## config.mk

```make
export PLATFORM = sky130hd
export DESIGN_NAME = lspd_top
export DESIGN_NICKNAME = d
export VERILOG_FILES = /design/src/hw/lspd_pkg.sv /design/src/hw/lspd_top.sv /design/src/hw/lspd_idalloc.sv /design/src/hw/lspd_dedup.sv
export SDC_FILE = /design/constraint.sdc
export NUM_CORES = 2
export LEC_CHECK = 0
export ABC_AREA = 1
export ABC_CLOCK_PERIOD_IN_PS = 7930
export BUFFER_PORTS_ARGS = -buffer_cell sky130_fd_sc_hd__buf_2
export CAP_MARGIN = 20
export CELL_PAD_IN_SITES_DETAIL_PLACEMENT = 1
export CELL_PAD_IN_SITES_GLOBAL_PLACEMENT = 1
export CORE_AREA = 2 2 502 405
export DETAILED_ROUTE_END_ITERATION = 10
export DIE_AREA = 0 0 504 407
export PLACE_DENSITY = 0.78
export SLEW_MARGIN = 20
export SYNTH_ARGS = -nofsm -noshare
export SYNTH_HDL_FRONTEND = slang
export SYNTH_HIERARCHICAL = 1
export SYNTH_SLANG_ARGS = --single-unit
```

## constraint.sdc

```tcl
create_clock -name clk_i -period 7.93 [get_ports clk_i]
set_input_delay 0.793 -clock clk_i [delete_from_list [all_inputs] [get_ports clk_i]]
set_output_delay 0.793 -clock clk_i [all_outputs]
set_load 0.05 [all_outputs]
```

## src/hw/lspd_pkg.sv

```systemverilog
// Shared constants and types for the link sequence, poll and dedup block.
package lspd_pkg;
  localparam int unsigned SEQ_W = 7;
  localparam logic [6:0] SEQ_MAX_OUT = 7'h7F;
  localparam int unsigned ID_W = 8;
  localparam logic [7:0] ID_MIN = 8'h01;
  localparam logic [7:0] ID_MAX = 8'hFF;
  localparam logic [2:0] DUP_RX_LIMIT = 3'h7;
  localparam logic [7:0] S_RR_LOW = 8'h01;
  // Register byte offsets.
  localparam logic [7:0] ADR_CONN_SEL = 8'h00;
  localparam logic [7:0] ADR_TX_REQ = 8'h04;
  localparam logic [7:0] ADR_TX_WORD = 8'h08;
  localparam logic [7:0] ADR_RX_FRAME = 8'h0C;
  localparam logic [7:0] ADR_STATUS = 8'h10;
  localparam logic [7:0] ADR_POLL_EV = 8'h14;
  localparam logic [7:0] ADR_QUEUE = 8'h18;
  localparam logic [7:0] ADR_DAF_TX = 8'h1C;
  localparam logic [7:0] ADR_DAF_RX_A = 8'h20;
  localparam logic [7:0] ADR_DAF_RX_B = 8'h24;
  localparam logic [7:0] ADR_DAF_RX_C = 8'h28;
  localparam logic [7:0] ADR_DAF_RES = 8'h2C;
  // Field positions shared by several registers.
  localparam int unsigned F_NR = 8;
  localparam int unsigned F_PF = 15;
  localparam int unsigned F_FCSOK = 16;
  localparam int unsigned F_GROUP = 17;
  localparam int unsigned F_CR = 18;
  localparam int unsigned F_IFRAME = 19;
  localparam int unsigned F_CLACK = 20;
  localparam int unsigned F_VA = 16;
  // Precedence levels and queue positions.
  localparam logic [1:0] PREC_PRIORITY = 2'h1;
  localparam logic [1:0] PREC_TOP = 2'h3;
  localparam logic [1:0] QPOS_NORMAL = 2'h0;
  localparam logic [1:0] QPOS_EARLIEST = 2'h1;
  localparam logic [1:0] QPOS_FIRST = 2'h2;

  typedef enum logic [1:0] {
    KIND_I_CMD, KIND_I_RSP, KIND_S_CMD, KIND_S_RSP
  } lspd_kind_e;

  typedef struct packed {
    logic [6:0] nr;
    logic pf;
    logic [6:0] ns;
    logic fmt;
  } lspd_ictrl_s;

  typedef struct packed {
    logic valid;
    logic [7:0] sender;
    logic [7:0] id;
    logic [31:0] fcs;
    logic [11:0] octets;
    logic [3:0] ndest;
    logic [2:0] count;
  } lspd_hist_s;
endpackage : lspd_pkg

```

## src/hw/lspd_top.sv

```systemverilog
// Link sequencing, poll handshake, precedence and dedup with a bus slave.
`timescale 1ns/1ns
`default_nettype none
// Summary of operation
// - Send and receive numbers count 0 to 127 and wrap.
// - At most 127 information frames outstanding per direction.
// - Send counter steps once per new frame and respects the window.
// - Send number copies send counter; group frames send zero, poll zero.
// - Receive counter steps only on a clean in-sequence frame.
// - Frames carry the receive counter as ack; group frames carry zero.
// - Individual acks confirm frames below it; group acks confirm nothing.
// - One poll outstanding per direction until a final arrives.
// - Poll timer expiry allows a fresh poll for recovery.
// - A received poll gets a final response first, top precedence.
// - Responses with final zero may be sent unsolicited.
// - Connectionless acked commands poll; answer final after hold delay.
// - Identification number set at first send, kept on retransmission.
// - No identification number reused while still unacknowledged.
// - History keeps sender, ids, check, octets, count; 255 per sender max.
// - Compare only with entries of same sender and id.
// - Duplicate: equal octets, count under seven, destinations and check.
// - Purge sender history on non-duplicate match or hello/goodbye.
// - Command or response told by source address low bit.
// - Multi-addressed frames share type and control but poll and sequence.
// - Earliest responses queue early with max of queued and mid precedence.
// - Decoupled receive-ready takes precedence of the acknowledged frame.
// - Identification numbers lie in 1 to 255.
// - Information control field: 0, send number, poll/final, receive number.
module lspd_top #(
  parameter int unsigned NCONN = 4,
  parameter int unsigned HIST_DEPTH = 16
) (
  input wire logic clk_i,
  input wire logic rst_i,
  input wire logic wb_cyc_i,
  input wire logic wb_stb_i,
  input wire logic wb_we_i,
  input wire logic [7:0] wb_adr_i,
  input wire logic [3:0] wb_sel_i,
  input wire logic [31:0] wb_dat_i,
  output logic [31:0] wb_dat_o,
  output logic wb_ack_o
);
  localparam int unsigned CW = (NCONN > 1) ? $clog2(NCONN) : 1;

  // Bus decode.
  logic ack_q;
  wire bus_req = wb_cyc_i & wb_stb_i & ~ack_q;
  wire wr = bus_req & wb_we_i;
  wire [31:0] wd = wb_dat_i & {{8{wb_sel_i[3]}}, {8{wb_sel_i[2]}},
                               {8{wb_sel_i[1]}}, {8{wb_sel_i[0]}}};
  wire wr_conn = wr & (wb_adr_i == lspd_pkg::ADR_CONN_SEL);
  wire wr_tx = wr & (wb_adr_i == lspd_pkg::ADR_TX_REQ);
  wire wr_rx = wr & (wb_adr_i == lspd_pkg::ADR_RX_FRAME);
  wire wr_poll = wr & (wb_adr_i == lspd_pkg::ADR_POLL_EV);
  wire wr_queue = wr & (wb_adr_i == lspd_pkg::ADR_QUEUE);
  wire wr_diatx = wr & (wb_adr_i == lspd_pkg::ADR_DAF_TX);
  wire wr_daf_a = wr & (wb_adr_i == lspd_pkg::ADR_DAF_RX_A);
  wire wr_daf_b = wr & (wb_adr_i == lspd_pkg::ADR_DAF_RX_B);
  wire wr_daf_c = wr & (wb_adr_i == lspd_pkg::ADR_DAF_RX_C);

  // Per-connection sequence and poll state.
  logic [6:0] vs_q [NCONN];
  logic [6:0] vr_q [NCONN];
  logic [6:0] va_q [NCONN];
  logic [NCONN-1:0] poll_out_q;
  logic [NCONN-1:0] fpend_q;
  logic [CW-1:0] conn_q;
  logic clack_pend_q;
  logic hold_ok_q;
  logic clack_bad_q;
  logic nr_err_q;
  logic [1:0] queue_hi_q;
  logic [31:0] tx_word_q;

  wire [6:0] cur_vs = vs_q[conn_q];
  wire [6:0] cur_vr = vr_q[conn_q];
  wire [6:0] cur_va = va_q[conn_q];
  wire cur_poll_out = poll_out_q[conn_q];
  wire cur_fpend = fpend_q[conn_q];
  wire [6:0] outstanding = cur_vs - cur_va;
  wire win_open = outstanding < lspd_pkg::SEQ_MAX_OUT;

  // Transmit request fields.
  lspd_pkg::lspd_kind_e tx_kind;
  assign tx_kind = lspd_pkg::lspd_kind_e'(wd[1:0]);
  wire tx_grp = wd[2];
  wire tx_poll = wd[3];
  wire [1:0] tx_prec = wd[5:4];
  wire tx_clack = wd[6];
  wire tx_is_i = (tx_kind == lspd_pkg::KIND_I_CMD) |
                 (tx_kind == lspd_pkg::KIND_I_RSP);
  wire tx_is_rsp = (tx_kind == lspd_pkg::KIND_I_RSP) |
                   (tx_kind == lspd_pkg::KIND_S_RSP);
  // A group frame never solicits and never answers, so one control word
  // serves every address of a multi-addressed frame.
  wire cmd_pf = ~tx_grp & tx_poll & ~cur_poll_out;
  wire clack_go = tx_clack & clack_pend_q & hold_ok_q;
  wire rsp_final = ~tx_grp & (cur_fpend | clack_go);
  wire tx_pf = tx_is_rsp ? rsp_final : cmd_pf;
  wire tx_refuse = (tx_is_i & ~tx_grp & ~win_open) |
                   (tx_clack & ~clack_go);
  wire [6:0] tx_ns = tx_grp ? 7'h00 : cur_vs;
  wire [6:0] tx_nr = tx_grp ? 7'h00 : cur_vr;

  lspd_pkg::lspd_ictrl_s tx_ctrl;
  assign tx_ctrl.fmt = 1'b0;
  assign tx_ctrl.ns = tx_ns;
  assign tx_ctrl.pf = tx_pf;
  assign tx_ctrl.nr = tx_nr;
  wire [15:0] s_word = {tx_nr, tx_pf, lspd_pkg::S_RR_LOW};
  wire [15:0] tx_bits = tx_is_i ? 16'(tx_ctrl) : s_word;

  wire [1:0] mid_or_hi = (queue_hi_q > lspd_pkg::PREC_PRIORITY) ?
                         queue_hi_q : lspd_pkg::PREC_PRIORITY;
  wire [1:0] out_prec = (tx_is_rsp & tx_pf) ? lspd_pkg::PREC_TOP :
                        tx_is_rsp ? mid_or_hi : tx_prec;
  wire [1:0] out_qpos = (tx_is_rsp & tx_pf) ? lspd_pkg::QPOS_FIRST :
                        tx_is_rsp ? lspd_pkg::QPOS_EARLIEST :
                        lspd_pkg::QPOS_NORMAL;

  // Received frame fields; the C/R bit is the source address low bit.
  wire [6:0] rx_ns = wd[6:0];
  wire [6:0] rx_nr = wd[lspd_pkg::F_NR +: 7];
  wire rx_pf = wd[lspd_pkg::F_PF];
  wire rx_ok = wd[lspd_pkg::F_FCSOK];
  wire rx_grp = wd[lspd_pkg::F_GROUP];
  wire rx_is_rsp = wd[lspd_pkg::F_CR];
  wire rx_iframe = wd[lspd_pkg::F_IFRAME];
  wire rx_clack = wd[lspd_pkg::F_CLACK];
  wire rx_ind = wr_rx & rx_ok & ~rx_grp;
  wire rx_inseq = rx_ind & rx_iframe & (rx_ns == cur_vr);
  // An ack is only believed if it lies between the oldest unacked frame
  // and the send counter; anything else is flagged, not applied.
  wire rx_nr_ok = (7'(rx_nr - cur_va)) <= outstanding;
  wire rx_poll = rx_ind & ~rx_is_rsp & rx_pf & ~rx_clack;
  wire rx_final = rx_ind & rx_is_rsp & rx_pf;
  wire tx_take = wr_tx & ~tx_refuse;

  always_ff @(posedge clk_i) begin
    if (rst_i) begin
      conn_q <= '0;
      queue_hi_q <= 2'h0;
      tx_word_q <= 32'h0000_0000;
    end else begin
      if (wr_conn) begin
        conn_q <= wd[CW-1:0];
      end
      if (wr_queue) begin
        queue_hi_q <= wd[1:0];
      end
      if (wr_tx) begin
        tx_word_q <= {~tx_refuse, tx_refuse, 10'h000, out_qpos, out_prec,
                      tx_bits};
      end
    end
  end

  always_ff @(posedge clk_i) begin
    if (rst_i) begin
      for (int c = 0; c < NCONN; c++) begin
        vs_q[c] <= 7'h00;
        vr_q[c] <= 7'h00;
        va_q[c] <= 7'h00;
      end
    end else begin
      if (tx_take && tx_is_i && !tx_grp) begin
        vs_q[conn_q] <= cur_vs + 7'h01;
      end
      if (rx_inseq) begin
        vr_q[conn_q] <= cur_vr + 7'h01;
      end
      if (rx_ind && rx_nr_ok) begin
        va_q[conn_q] <= rx_nr;
      end
    end
  end

  always_ff @(posedge clk_i) begin
    if (rst_i) begin
      poll_out_q <= '0;
      fpend_q <= '0;
      nr_err_q <= 1'b0;
    end else begin
      if (rx_final || (wr_poll && wd[0])) begin
        poll_out_q[conn_q] <= 1'b0;
      end else if (tx_take && !tx_is_rsp && cmd_pf) begin
        poll_out_q[conn_q] <= 1'b1;
      end
      if (rx_poll) begin
        fpend_q[conn_q] <= 1'b1;
      end else if (tx_take && tx_is_rsp && cur_fpend && !tx_grp) begin
        fpend_q[conn_q] <= 1'b0;
      end
      if (rx_ind && !rx_nr_ok) begin
        nr_err_q <= 1'b1;
      end else if (wr_poll && wd[3]) begin
        nr_err_q <= 1'b0;
      end
    end
  end

  always_ff @(posedge clk_i) begin
    if (rst_i) begin
      clack_pend_q <= 1'b0;
      hold_ok_q <= 1'b0;
      clack_bad_q <= 1'b0;
    end else begin
      if (rx_ind && rx_clack && !rx_is_rsp && rx_pf) begin
        clack_pend_q <= 1'b1;
        hold_ok_q <= 1'b0;
      end else if (tx_take && clack_go) begin
        clack_pend_q <= 1'b0;
        hold_ok_q <= 1'b0;
      end else if (wr_poll && wd[1] && clack_pend_q) begin
        hold_ok_q <= 1'b1;
      end
      if (rx_ind && rx_clack && !rx_is_rsp && !rx_pf) begin
        clack_bad_q <= 1'b1;
      end else if (wr_poll && wd[2]) begin
        clack_bad_q <= 1'b0;
      end
    end
  end

  // Identification numbers for outgoing decoupled data frames.
  logic id_ready;
  logic [7:0] id_cur;
  logic [7:0] daf_id_q;
  logic [1:0] daf_prec_q;
  logic daf_refused_q;
  wire id_assign = wr_diatx & wd[0];

  lspd_idalloc u_idalloc (
    .clk_i(clk_i),
    .rst_i(rst_i),
    .assign_i(id_assign),
    .release_i(wr_diatx & wd[1]),
    .release_id_i(wd[15:8]),
    .ready_o(id_ready),
    .id_o(id_cur)
  );

  // Software keeps the returned number with the frame and reuses it on
  // every retransmission; only a first send asks for a new one.
  always_ff @(posedge clk_i) begin
    if (rst_i) begin
      daf_id_q <= 8'h00;
      daf_prec_q <= 2'h0;
      daf_refused_q <= 1'b0;
    end else if (id_assign) begin
      daf_refused_q <= ~id_ready;
      if (id_ready) begin
        daf_id_q <= id_cur;
        daf_prec_q <= wd[5:4];
      end
    end
  end

  // Duplicate detection for received decoupled data frames.
  lspd_pkg::lspd_hist_s rx_hist_q;
  lspd_pkg::lspd_hist_s dd_frame;
  logic [1:0] ack_prec_q;
  logic dd_done;
  logic dd_dup;
  logic dd_purged;
  logic dd_done_q;
  wire dd_check = wr_daf_c & wd[16];
  wire dd_purge = wr_daf_c & wd[17] & ~wd[16];

  // The octet count rides in the same write as the check, so it is taken
  // straight from the bus; the register copy would still hold the old one.
  always_comb begin
    dd_frame = rx_hist_q;
    if (wr_daf_c) begin
      dd_frame.octets = wd[11:0];
    end
  end

  always_ff @(posedge clk_i) begin
    if (rst_i) begin
      rx_hist_q <= '0;
      ack_prec_q <= 2'h0;
    end else begin
      rx_hist_q.valid <= 1'b1;
      rx_hist_q.count <= 3'h1;
      if (wr_daf_a) begin
        rx_hist_q.sender <= wd[7:0];
        rx_hist_q.id <= wd[15:8];
        rx_hist_q.ndest <= wd[19:16];
        ack_prec_q <= wd[21:20];
      end
      if (wr_daf_b) begin
        rx_hist_q.fcs <= wd;
      end
      if (wr_daf_c) begin
        rx_hist_q.octets <= wd[11:0];
      end
    end
  end

  lspd_dedup #(
    .DEPTH(HIST_DEPTH)
  ) u_dedup (
    .clk_i(clk_i),
    .rst_i(rst_i),
    .check_i(dd_check),
    .purge_i(dd_purge),
    .frame_i(dd_frame),
    .done_o(dd_done),
    .dup_o(dd_dup),
    .purged_o(dd_purged)
  );

  always_ff @(posedge clk_i) begin
    if (rst_i) begin
      dd_done_q <= 1'b0;
    end else if (dd_check) begin
      dd_done_q <= 1'b0;
    end else if (dd_done) begin
      dd_done_q <= 1'b1;
    end
  end

  // Read multiplexer; unmapped offsets read zero.
  wire [31:0] rd_status = {1'b0, clack_bad_q, nr_err_q, hold_ok_q,
                           clack_pend_q, ~win_open, cur_fpend, cur_poll_out,
                           1'b0, cur_va, 1'b0, cur_vr, 1'b0, cur_vs};
  wire [31:0] rd_diatx = {id_ready, daf_refused_q, 20'h00000,
                          daf_prec_q, daf_id_q};
  wire [31:0] rd_dires = {dd_done_q, 21'h0, ack_prec_q,
                          dd_done_q & ~dd_dup, dd_purged, dd_dup,
                          rx_hist_q.id[4:0]};
  wire [31:0] rd_data =
    (wb_adr_i == lspd_pkg::ADR_CONN_SEL) ? 32'(conn_q) :
    (wb_adr_i == lspd_pkg::ADR_TX_WORD) ? tx_word_q :
    (wb_adr_i == lspd_pkg::ADR_STATUS) ? rd_status :
    (wb_adr_i == lspd_pkg::ADR_QUEUE) ? {30'h0, queue_hi_q} :
    (wb_adr_i == lspd_pkg::ADR_DAF_TX) ? rd_diatx :
    (wb_adr_i == lspd_pkg::ADR_DAF_RES) ? rd_dires :
    32'h0000_0000;

  // Every access is answered one cycle after the request, so a read of a
  // result sees all effects of any earlier write.
  always_ff @(posedge clk_i) begin
    if (rst_i) begin
      ack_q <= 1'b0;
      wb_dat_o <= 32'h0000_0000;
    end else begin
      ack_q <= bus_req;
      if (bus_req && !wb_we_i) begin
        wb_dat_o <= rd_data;
      end
    end
  end

  assign wb_ack_o = ack_q;
endmodule : lspd_top
`default_nettype wire

```

## src/hw/lspd_idalloc.sv

```systemverilog
// Identification number allocator for outstanding decoupled data frames.
`timescale 1ns/1ns
`default_nettype none
module lspd_idalloc (
  input wire logic clk_i,
  input wire logic rst_i,
  input wire logic assign_i,
  input wire logic release_i,
  input wire logic [7:0] release_id_i,
  output logic ready_o,
  output logic [7:0] id_o
);
  logic [255:0] busy_q;
  logic [7:0] cur_q;
  logic [7:0] cur_nxt;
  logic take;

  assign ready_o = ~busy_q[cur_q];
  assign id_o = cur_q;
  assign take = assign_i & ready_o;
  assign cur_nxt = (cur_q == lspd_pkg::ID_MAX) ? lspd_pkg::ID_MIN
                                               : cur_q + 8'h01;

  // The scan skips one busy number per cycle, so a request may be refused
  // briefly after a burst of assignments even though a number is free.
  always_ff @(posedge clk_i) begin
    if (rst_i) begin
      busy_q <= '0;
      cur_q <= lspd_pkg::ID_MIN;
    end else begin
      if (release_i) begin
        busy_q[release_id_i] <= 1'b0;
      end
      if (take) begin
        busy_q[cur_q] <= 1'b1;
      end
      if (take || busy_q[cur_q]) begin
        cur_q <= cur_nxt;
      end
    end
  end
endmodule : lspd_idalloc
`default_nettype wire

```

## src/hw/lspd_dedup.sv

```systemverilog
// History table and duplicate detection for received decoupled data frames.
`timescale 1ns/1ns
`default_nettype none
module lspd_dedup #(
  parameter int unsigned DEPTH = 16
) (
  input wire logic clk_i,
  input wire logic rst_i,
  input wire logic check_i,
  input wire logic purge_i,
  input wire lspd_pkg::lspd_hist_s frame_i,
  output logic done_o,
  output logic dup_o,
  output logic purged_o
);
  localparam int unsigned IW = $clog2(DEPTH);
  lspd_pkg::lspd_hist_s hist_q [DEPTH];
  logic [DEPTH-1:0] match;
  logic [DEPTH-1:0] same_sender;
  logic [IW-1:0] hit_idx;
  logic [IW-1:0] free_idx;
  logic [IW-1:0] rr_q;
  logic hit;
  logic have_free;
  logic is_dup;
  lspd_pkg::lspd_hist_s he;

  for (genvar g = 0; g < DEPTH; g++) begin : g_cmp
    assign same_sender[g] = hist_q[g].valid &
                            (hist_q[g].sender == frame_i.sender);
    assign match[g] = same_sender[g] &
                      (hist_q[g].id == frame_i.id);
  end

  always_comb begin
    hit_idx = '0;
    free_idx = '0;
    have_free = 1'b0;
    for (int i = DEPTH - 1; i >= 0; i--) begin
      if (match[i]) begin
        hit_idx = IW'(i);
      end
      if (!hist_q[i].valid) begin
        free_idx = IW'(i);
        have_free = 1'b1;
      end
    end
  end

  assign hit = |match;
  assign he = hist_q[hit_idx];
  assign is_dup = hit && (frame_i.octets == he.octets) &&
                  (he.count < lspd_pkg::DUP_RX_LIMIT) &&
                  ((frame_i.ndest < he.ndest) ||
                   ((frame_i.ndest == he.ndest) &&
                    (frame_i.fcs == he.fcs)));

  always_ff @(posedge clk_i) begin
    if (rst_i) begin
      for (int i = 0; i < DEPTH; i++) begin
        hist_q[i] <= '0;
      end
      rr_q <= '0;
      done_o <= 1'b0;
      dup_o <= 1'b0;
      purged_o <= 1'b0;
    end else begin
      done_o <= check_i;
      if (check_i) begin
        dup_o <= is_dup;
        purged_o <= hit & ~is_dup;
      end else if (purge_i) begin
        purged_o <= 1'b1;
        dup_o <= 1'b0;
      end
      if (purge_i || (check_i && hit && !is_dup)) begin
        for (int i = 0; i < DEPTH; i++) begin
          if (same_sender[i]) begin
            hist_q[i].valid <= 1'b0;
          end
        end
      end
      if (check_i && is_dup) begin
        hist_q[hit_idx].count <= he.count + 3'h1;
      end else if (check_i && hit) begin
        hist_q[hit_idx] <= frame_i;
      end else if (check_i) begin
        // A full table evicts round robin; the depth stays below the
        // per-sender ceiling so no sender can exceed it.
        hist_q[have_free ? free_idx : rr_q] <= frame_i;
        if (!have_free) begin
          rr_q <= rr_q + IW'(1);
        end
      end
    end
  end
endmodule : lspd_dedup
`default_nettype wire

```

After elaboration in Yosys (flattened, before gate mapping)
Memories as Yosys holds them, arrays and structs flattened. A register that Yosys moved wholly into a read port is not among the register bits.
Index checks and enable logic that the tools add are counted.
{"block": "classes", "n_addsub": 7, "n_mul": 0, "n_div": 0, "n_lt_le_gt_ge": 11, "n_eq_ne": 50, "shifts": 0, "mux": 221, "n_bitwise": 117, "reduce_logical": 58}
{"operator": "two-way mux 256 bit", "n": 3}
{"operator": "AND 256 bit", "n": 1}
{"operator": "equality test 8 bit", "n": 32}
{"operator": "NOT 256 bit", "n": 1}
{"operator": "OR 256 bit", "n": 1}
{"operator": "two-way mux 32 bit", "n": 7}
{"operator": "two-way mux 4 bit", "n": 39}
{"operator": "two-way mux 1 bit", "n": 140}
{"operator": "two-way mux 68 bit", "n": 2}
{"operator": "AND 1 bit", "n": 71}
{"operator": "OR reduction 68 bit", "n": 1}
{"operator": "two-way mux 7 bit", "n": 5}
{"operator": "AND 32 bit", "n": 1}
{"operator": "equality test 32 bit", "n": 1}
{"operator": "equality test 8 x 5 -> 1 bit, second input constant", "n": 4}
{"operator": "equality test 8 x 6 -> 1 bit, second input constant", "n": 4}
{"operator": "logical AND 1 bit", "n": 30}
{"operator": "two-way mux 2 bit", "n": 14}
{"operator": "OR 1 bit", "n": 21}
{"operator": "OR reduction 7 bit", "n": 3}
{"operator": "less-than comparator 8 x 9 -> 1 bit, second input constant", "n": 2}
{"operator": "demux 1 bit (select 8 bit)", "n": 2}
{"operator": "equality test 8 x 4 -> 1 bit, second input constant", "n": 2}
{"operator": ">= comparator 8 x 1 -> 1 bit, second input constant", "n": 2}
{"operator": "40 further kinds", "n": 75}
{"block": "totals", "regBits": 424, "latch_bits": 0, "mem_bits_rw": 1172, "romBits": 0, "in_bits": 49, "out_inout_bits": 33, "wordCells": 497, "n_memories": 4}
{"memory": "u_dedup.hist_q", "words": 16, "width": 68, "read_ports": 17, "rd_clocked_by_memory_dff": 0, "write_ports": 17, "line": "lspd_dedup.sv:17", "rtl": "lspd_pkg::lspd_hist_s hist_q [DEPTH];"}
{"memory": "va_q", "words": 4, "width": 7, "read_ports": 1, "rd_clocked_by_memory_dff": 1, "write_ports": 4, "line": "lspd_top.sv:65", "rtl": "logic [6:0] va_q [NCONN];"}
{"memory": "vr_q", "words": 4, "width": 7, "read_ports": 1, "rd_clocked_by_memory_dff": 1, "write_ports": 4, "line": "lspd_top.sv:64", "rtl": "logic [6:0] vr_q [NCONN];"}
{"memory": "vs_q", "words": 4, "width": 7, "read_ports": 1, "rd_clocked_by_memory_dff": 1, "write_ports": 4, "line": "lspd_top.sv:63", "rtl": "logic [6:0] vs_q [NCONN];"}

Longest topological paths before layout
An unclocked memory read counts as a cell.
{"block": "logic_depth", "depth_word": 33, "depth_mapped": 53, "ltp_nobuf": 45}

By module
Netlist, hierarchy kept.
{"mod": "lspd_dedup", "instances": 1, "cells_each": 5623, "area_each_um2": 53367.4, "seq_area_each_um2": 32811.5}
{"mod": "lspd_idalloc", "instances": 1, "cells_each": 2522, "area_each_um2": 15240.9, "seq_area_each_um2": 5285.1}
{"mod": "lspd_top", "instances": 1, "cells_each": 1354, "area_each_um2": 11051.8, "seq_area_each_um2": 5545.3}

Least setup slack after synthesis
Ideal clock, no wire load.
{"block": "synth_timing", "path_type": "reg-to-reg", "from": "reg rx_hist_q (netlist bit dd_frame[63])", "to": "mem u_dedup/hist_q[0][67] (netlist name) (enable)", "setup_time_ps": 296, "arrival_time_ps": 6153, "required_time_ps": 7634, "slack_ps": 1481, "path_stages_with_launch": 47, "n_path_buf": 8, "synth_period_minus_slack_ps": 6449, "cell_sequence": "dfxtp_1 > buf_2 > xnor2_1 > nand4_1 > nor3_2 > nand2_1 > nand2_1 > nand2_1 > nand2_1 > nand2_1 > nand2_1 > nand2_1 > nand2_1 > nand2_1 > nand2_1 > nand2_1 > nand2_1 > nand2_2 > (+11 left out) > ha_1 > nand2_1 > nor2_1 > nand2_1 > inv_1 > nand2_1 > nor2_1 > nand2_1 > nor2_1 > nand3_1 > nand2_1 > nand2_1 > buf_6 > nand2_1 > buf_4 > nand2_1 > inv_1 > nand2_1"}
{"item": "start: declaration", "line": "lspd_top.sv:261", "rtl": "lspd_pkg::lspd_hist_s rx_hist_q;"}
{"item": "end: declaration", "line": "lspd_dedup.sv:17"}

==> results.json <==
{
  "comb_power_share_pct": 5.5,
  "io_pins": 82,
  "period_needed_ns": 7.67,
  "setup_viol_count_final": 0,
  "dieArea_sq_mm": 0.205,
  "reg2reg_from": "dd_frame[54]",
  "area_growth_pct": 10.8,
  "grt_pass1_wl_microns": 464000,
  "grt_setup_unrepaired": "false",
  "topRoutingLayerUsed": "met5",
  "drive_above_1_share_pct": 7.60,
  "critPathMaxStageDelay_ns": 0.71,
  "status": "complete, no violations",
  "synth-seq-cells": 1594,
  "drt_iter0_drc": 8848,
  "hold_viol": 0,
  "nNetsFinal": 9380,
  "clockBufferDepth": 3,
  "p_sw_w": 0.00443,
  "grt_pass1_vias": 71700,
  "nFillCells": 23600,
  "criticalPathCategory": "reg -> reg",
  "core_sq_mm": 0.200,
  "crit_slowest_cell": "nor4_1",
  "die_y_microns": 407,
  "grt_start_max_net_pins": 202,
  "wirelength_microns": 315000,
  "worstPathArrival_ns": 8.20,
  "initial_core_util_pct": 39.9,
  "start_kind": "flop",
  "ant_nets": 0,
  "slew_violations": 0,
  "maxSlewHeadroom_pct": 15.7,
  "seq_power_share_pct": 50.1,
  "layout_commonest_cell": "nand2_1",
  "route.detailed.drc": 0,
  "first_pass_iters": 8,
  "cpMostUsedCell": "nand2_1",
  "r2r_slack_ns": 0.26,
  "synth_cells": 9499,
  "worst_slack_ns": 0.259,
  "via_per_inst": 5.92,
  "wl_met2_microns": 138000,
  "place_ws_ns": 0.419,
  "final_cell_mix": "nand2_1 (1973), nor2_1 (1844), edfxtp_1 (1172)",
  "htree_num_levels": 4,
  "clk_latency_ns": 0.84,
  "r2r_cells": 32,
  "cts_sinks": 1594,
  "intPower_w": 0.0139,
  "dp_hpwl_microns": 199000,
  "fin_hold_ws_ns": 0.258,
  "cellPowerDensity_mw_per_mm2": 208,
  "antenna_found_initial": 10,
  "synth-main-ff-cell": "edfxtp_1",
  "finalSetupTns_ns": 0,
  "wl_met3_microns": 35200,
  "placementRows": 147,
  "clkPwrFrac_pct": 44.4,
  "crit_fanout": 32,
  "ir_drop_mv": 0.242,
  "cp.required_ns": 8.46,
  "fin_worst_skew_ns": 0.0707,
  "crit_start": "dd_frame[54]",
  "netlist_area_sq_mm": 0.0797,
  "yosys_warnings": 6,
  "leakage_nw": 32.8,
  "endpoint": "u_dedup/hist_q[13][60]",
  "m1WireLength_microns": 131000,
  "p_total_w": 0.0184,
  "p_sw_share_pct": 24.1,
  "cts_root_buf": "clkbuf_16",
  "vias": 71800,
  "grt-ovfl-total": 0,
  "gr-usage-all-layers_pct": 29.8,
  "cap_violations": 0,
  "place_congestion": 0.951,
  "syn_avg_cell_area_sq_um": 8.39,
  "numCtsBuffers": 168,
  "hold_class": "in -> reg",
  "cp-end-kind": "flop",
  "fin_crit_sh_pct": 96.7,
  "ys_types": 72,
  "fmax_ghz": 0.130,
  "clk_pin_slew_worst_paths_ns": 0.06,
  "io_buffer_count": 80,
  "cts_setup_buffers": 0,
  "tritoncts": "yes",
  "die_x_microns": 504,
  "drt-wirelength-per-cell_microns": 25.9,
  "ys_seq_area_share_pct": 54.8,
  "synth-edff-count": 1172,
  "tightest_slew_ns": 1.26,
  "r2r-end": "u_dedup/hist_q[13][60]",
  "ys_async_sr_fraction_pct": 0
}
## cell type report
type	count	area (sq um)	area share (%)
Tap cell	2682	3360	3.80
Clock buffer	231	4760	5.39
Inverter	619	2380	2.69
Antenna cell	3	7.51	0.00850
Clock inverter	81	822	0.931
Sequential cell	1594	43600	49.4
Timing Repair Buffer	302	2850	3.23
Multi-Input combinational cell	6613	30500	34.5
## layer usage
metal / track usage [%] / vias up
met5: 0 / -
met4: 9.98 / 6
met3: 5.91 / 595
met2: 45.8 / 3958
met1: 42.0 / 36100
li1: - / 31100
## repair_timing
action / CTS / global route
resized for setup: 0 / 15
hold buffers: 0 / 0
setup endpoints to repair: 0 / 855
## sequential cells by signal, indices dropped and copies added (netlist names), 2 cells and up, named ones only
signal	count
conn_q	2
u_idalloc/id_o	8
daf_id_q	8
ack_prec_q	2
queue_hi_q	2
daf_prec_q	2
u_idalloc/busy_q	256
vs_q	28
u_dedup/rr_q	4
u_dedup/hist_q	1088
vr_q	28
rx_hist_q	12
dd_frame	53
va_q	28
tx_word_q	22
wb_dat_o	31
## logic make-up (layout without fill, tap and decap cells)
logic type      count (synthesis)  in the layout  share of synthesized area [%]
compound gates               1088           1088                           7.46
buf+inv                      1294           1233                           7.37
other cells                     1              6                        0.00471
flops                        1594           1594                           54.8
simple gates                 5311           5311                           27.9
xor+xnor                      178            178                           1.96
fa+ha+maj                      33             33                          0.537
## cell usage after synthesis, types with 31 or more instances
master    count  area [sq um]
a21oi_1     485          2430
buf_2       198           991
buf_4       116           871
buf_6        43           484
clkbuf_1    286          1070
clkinv_1     45           169
dfxtp_1     422          8450
edfxtp_1   1172         35200
ha_1         31           388
inv_1       544          2040
nand2_1    2000          7510
nand3_1    1169          5850
nand4_1      62           388
nor2_1     1848          6940
nor3_1       82           410
nor4_1       44           275
o21ai_0     399          2000
o21bai_1     47           353
xnor2_1      74           648
xor2_1      104           911
## worst max-delay path: cells and delay by family, from the launching register on
family	cells	cell delay, ns
adder cells (fa/ha/maj)	1	0.29
XOR/XNOR	1	0.16
flip-flops	1	0.59
AO/OA/AOI/OAI	5	0.87
buffers and inverters	7	1.76
AND/OR/NAND/NOR	18	3.63
## power groups by stage
stage	Clock, W	Sequential (W)	Combinational [W]
2_1_floorplan	0	0.00936	0.000606
3_3_place_gp	0	0.00938	0.000953
3_5_place_dp	0	0.00939	0.000980
4_1_cts	0.00822	0.00921	0.000990
5_1_grt	0.00851	0.00923	0.00108
6_report	0.00816	0.00921	0.00101
## through the flow
step / std cells / utilization (%) / cell area (sq um)
after floorplan: 9501 / - / 79700
after detailed placement: 11800 / 41.4 / 82600
after CTS: 12100 / 44.2 / 88200
after global placement: 11800 / 41.4 / 82600
final: 12100 / 44.2 / 88300
after global routing: 12100 / 44.2 / 88300
## how the worst min path moves through the flow
stage / start / end / cells past startpoint
3_5_place_dp: tx_word_q[9] / tx_word_q[9] / 2
5_1_grt: wb_dat_i[23] / dd_frame[42] / 3
3_3_place_gp: flop / flop / 2
2_1_floorplan: daf_id_q[0] / daf_id_q[0] / 2
6_report: wb_dat_i[23] / dd_frame[42] / 3
4_1_cts: wb_dat_i[23] / dd_frame[42] / 3
Power figures use the tool's default switching activity.
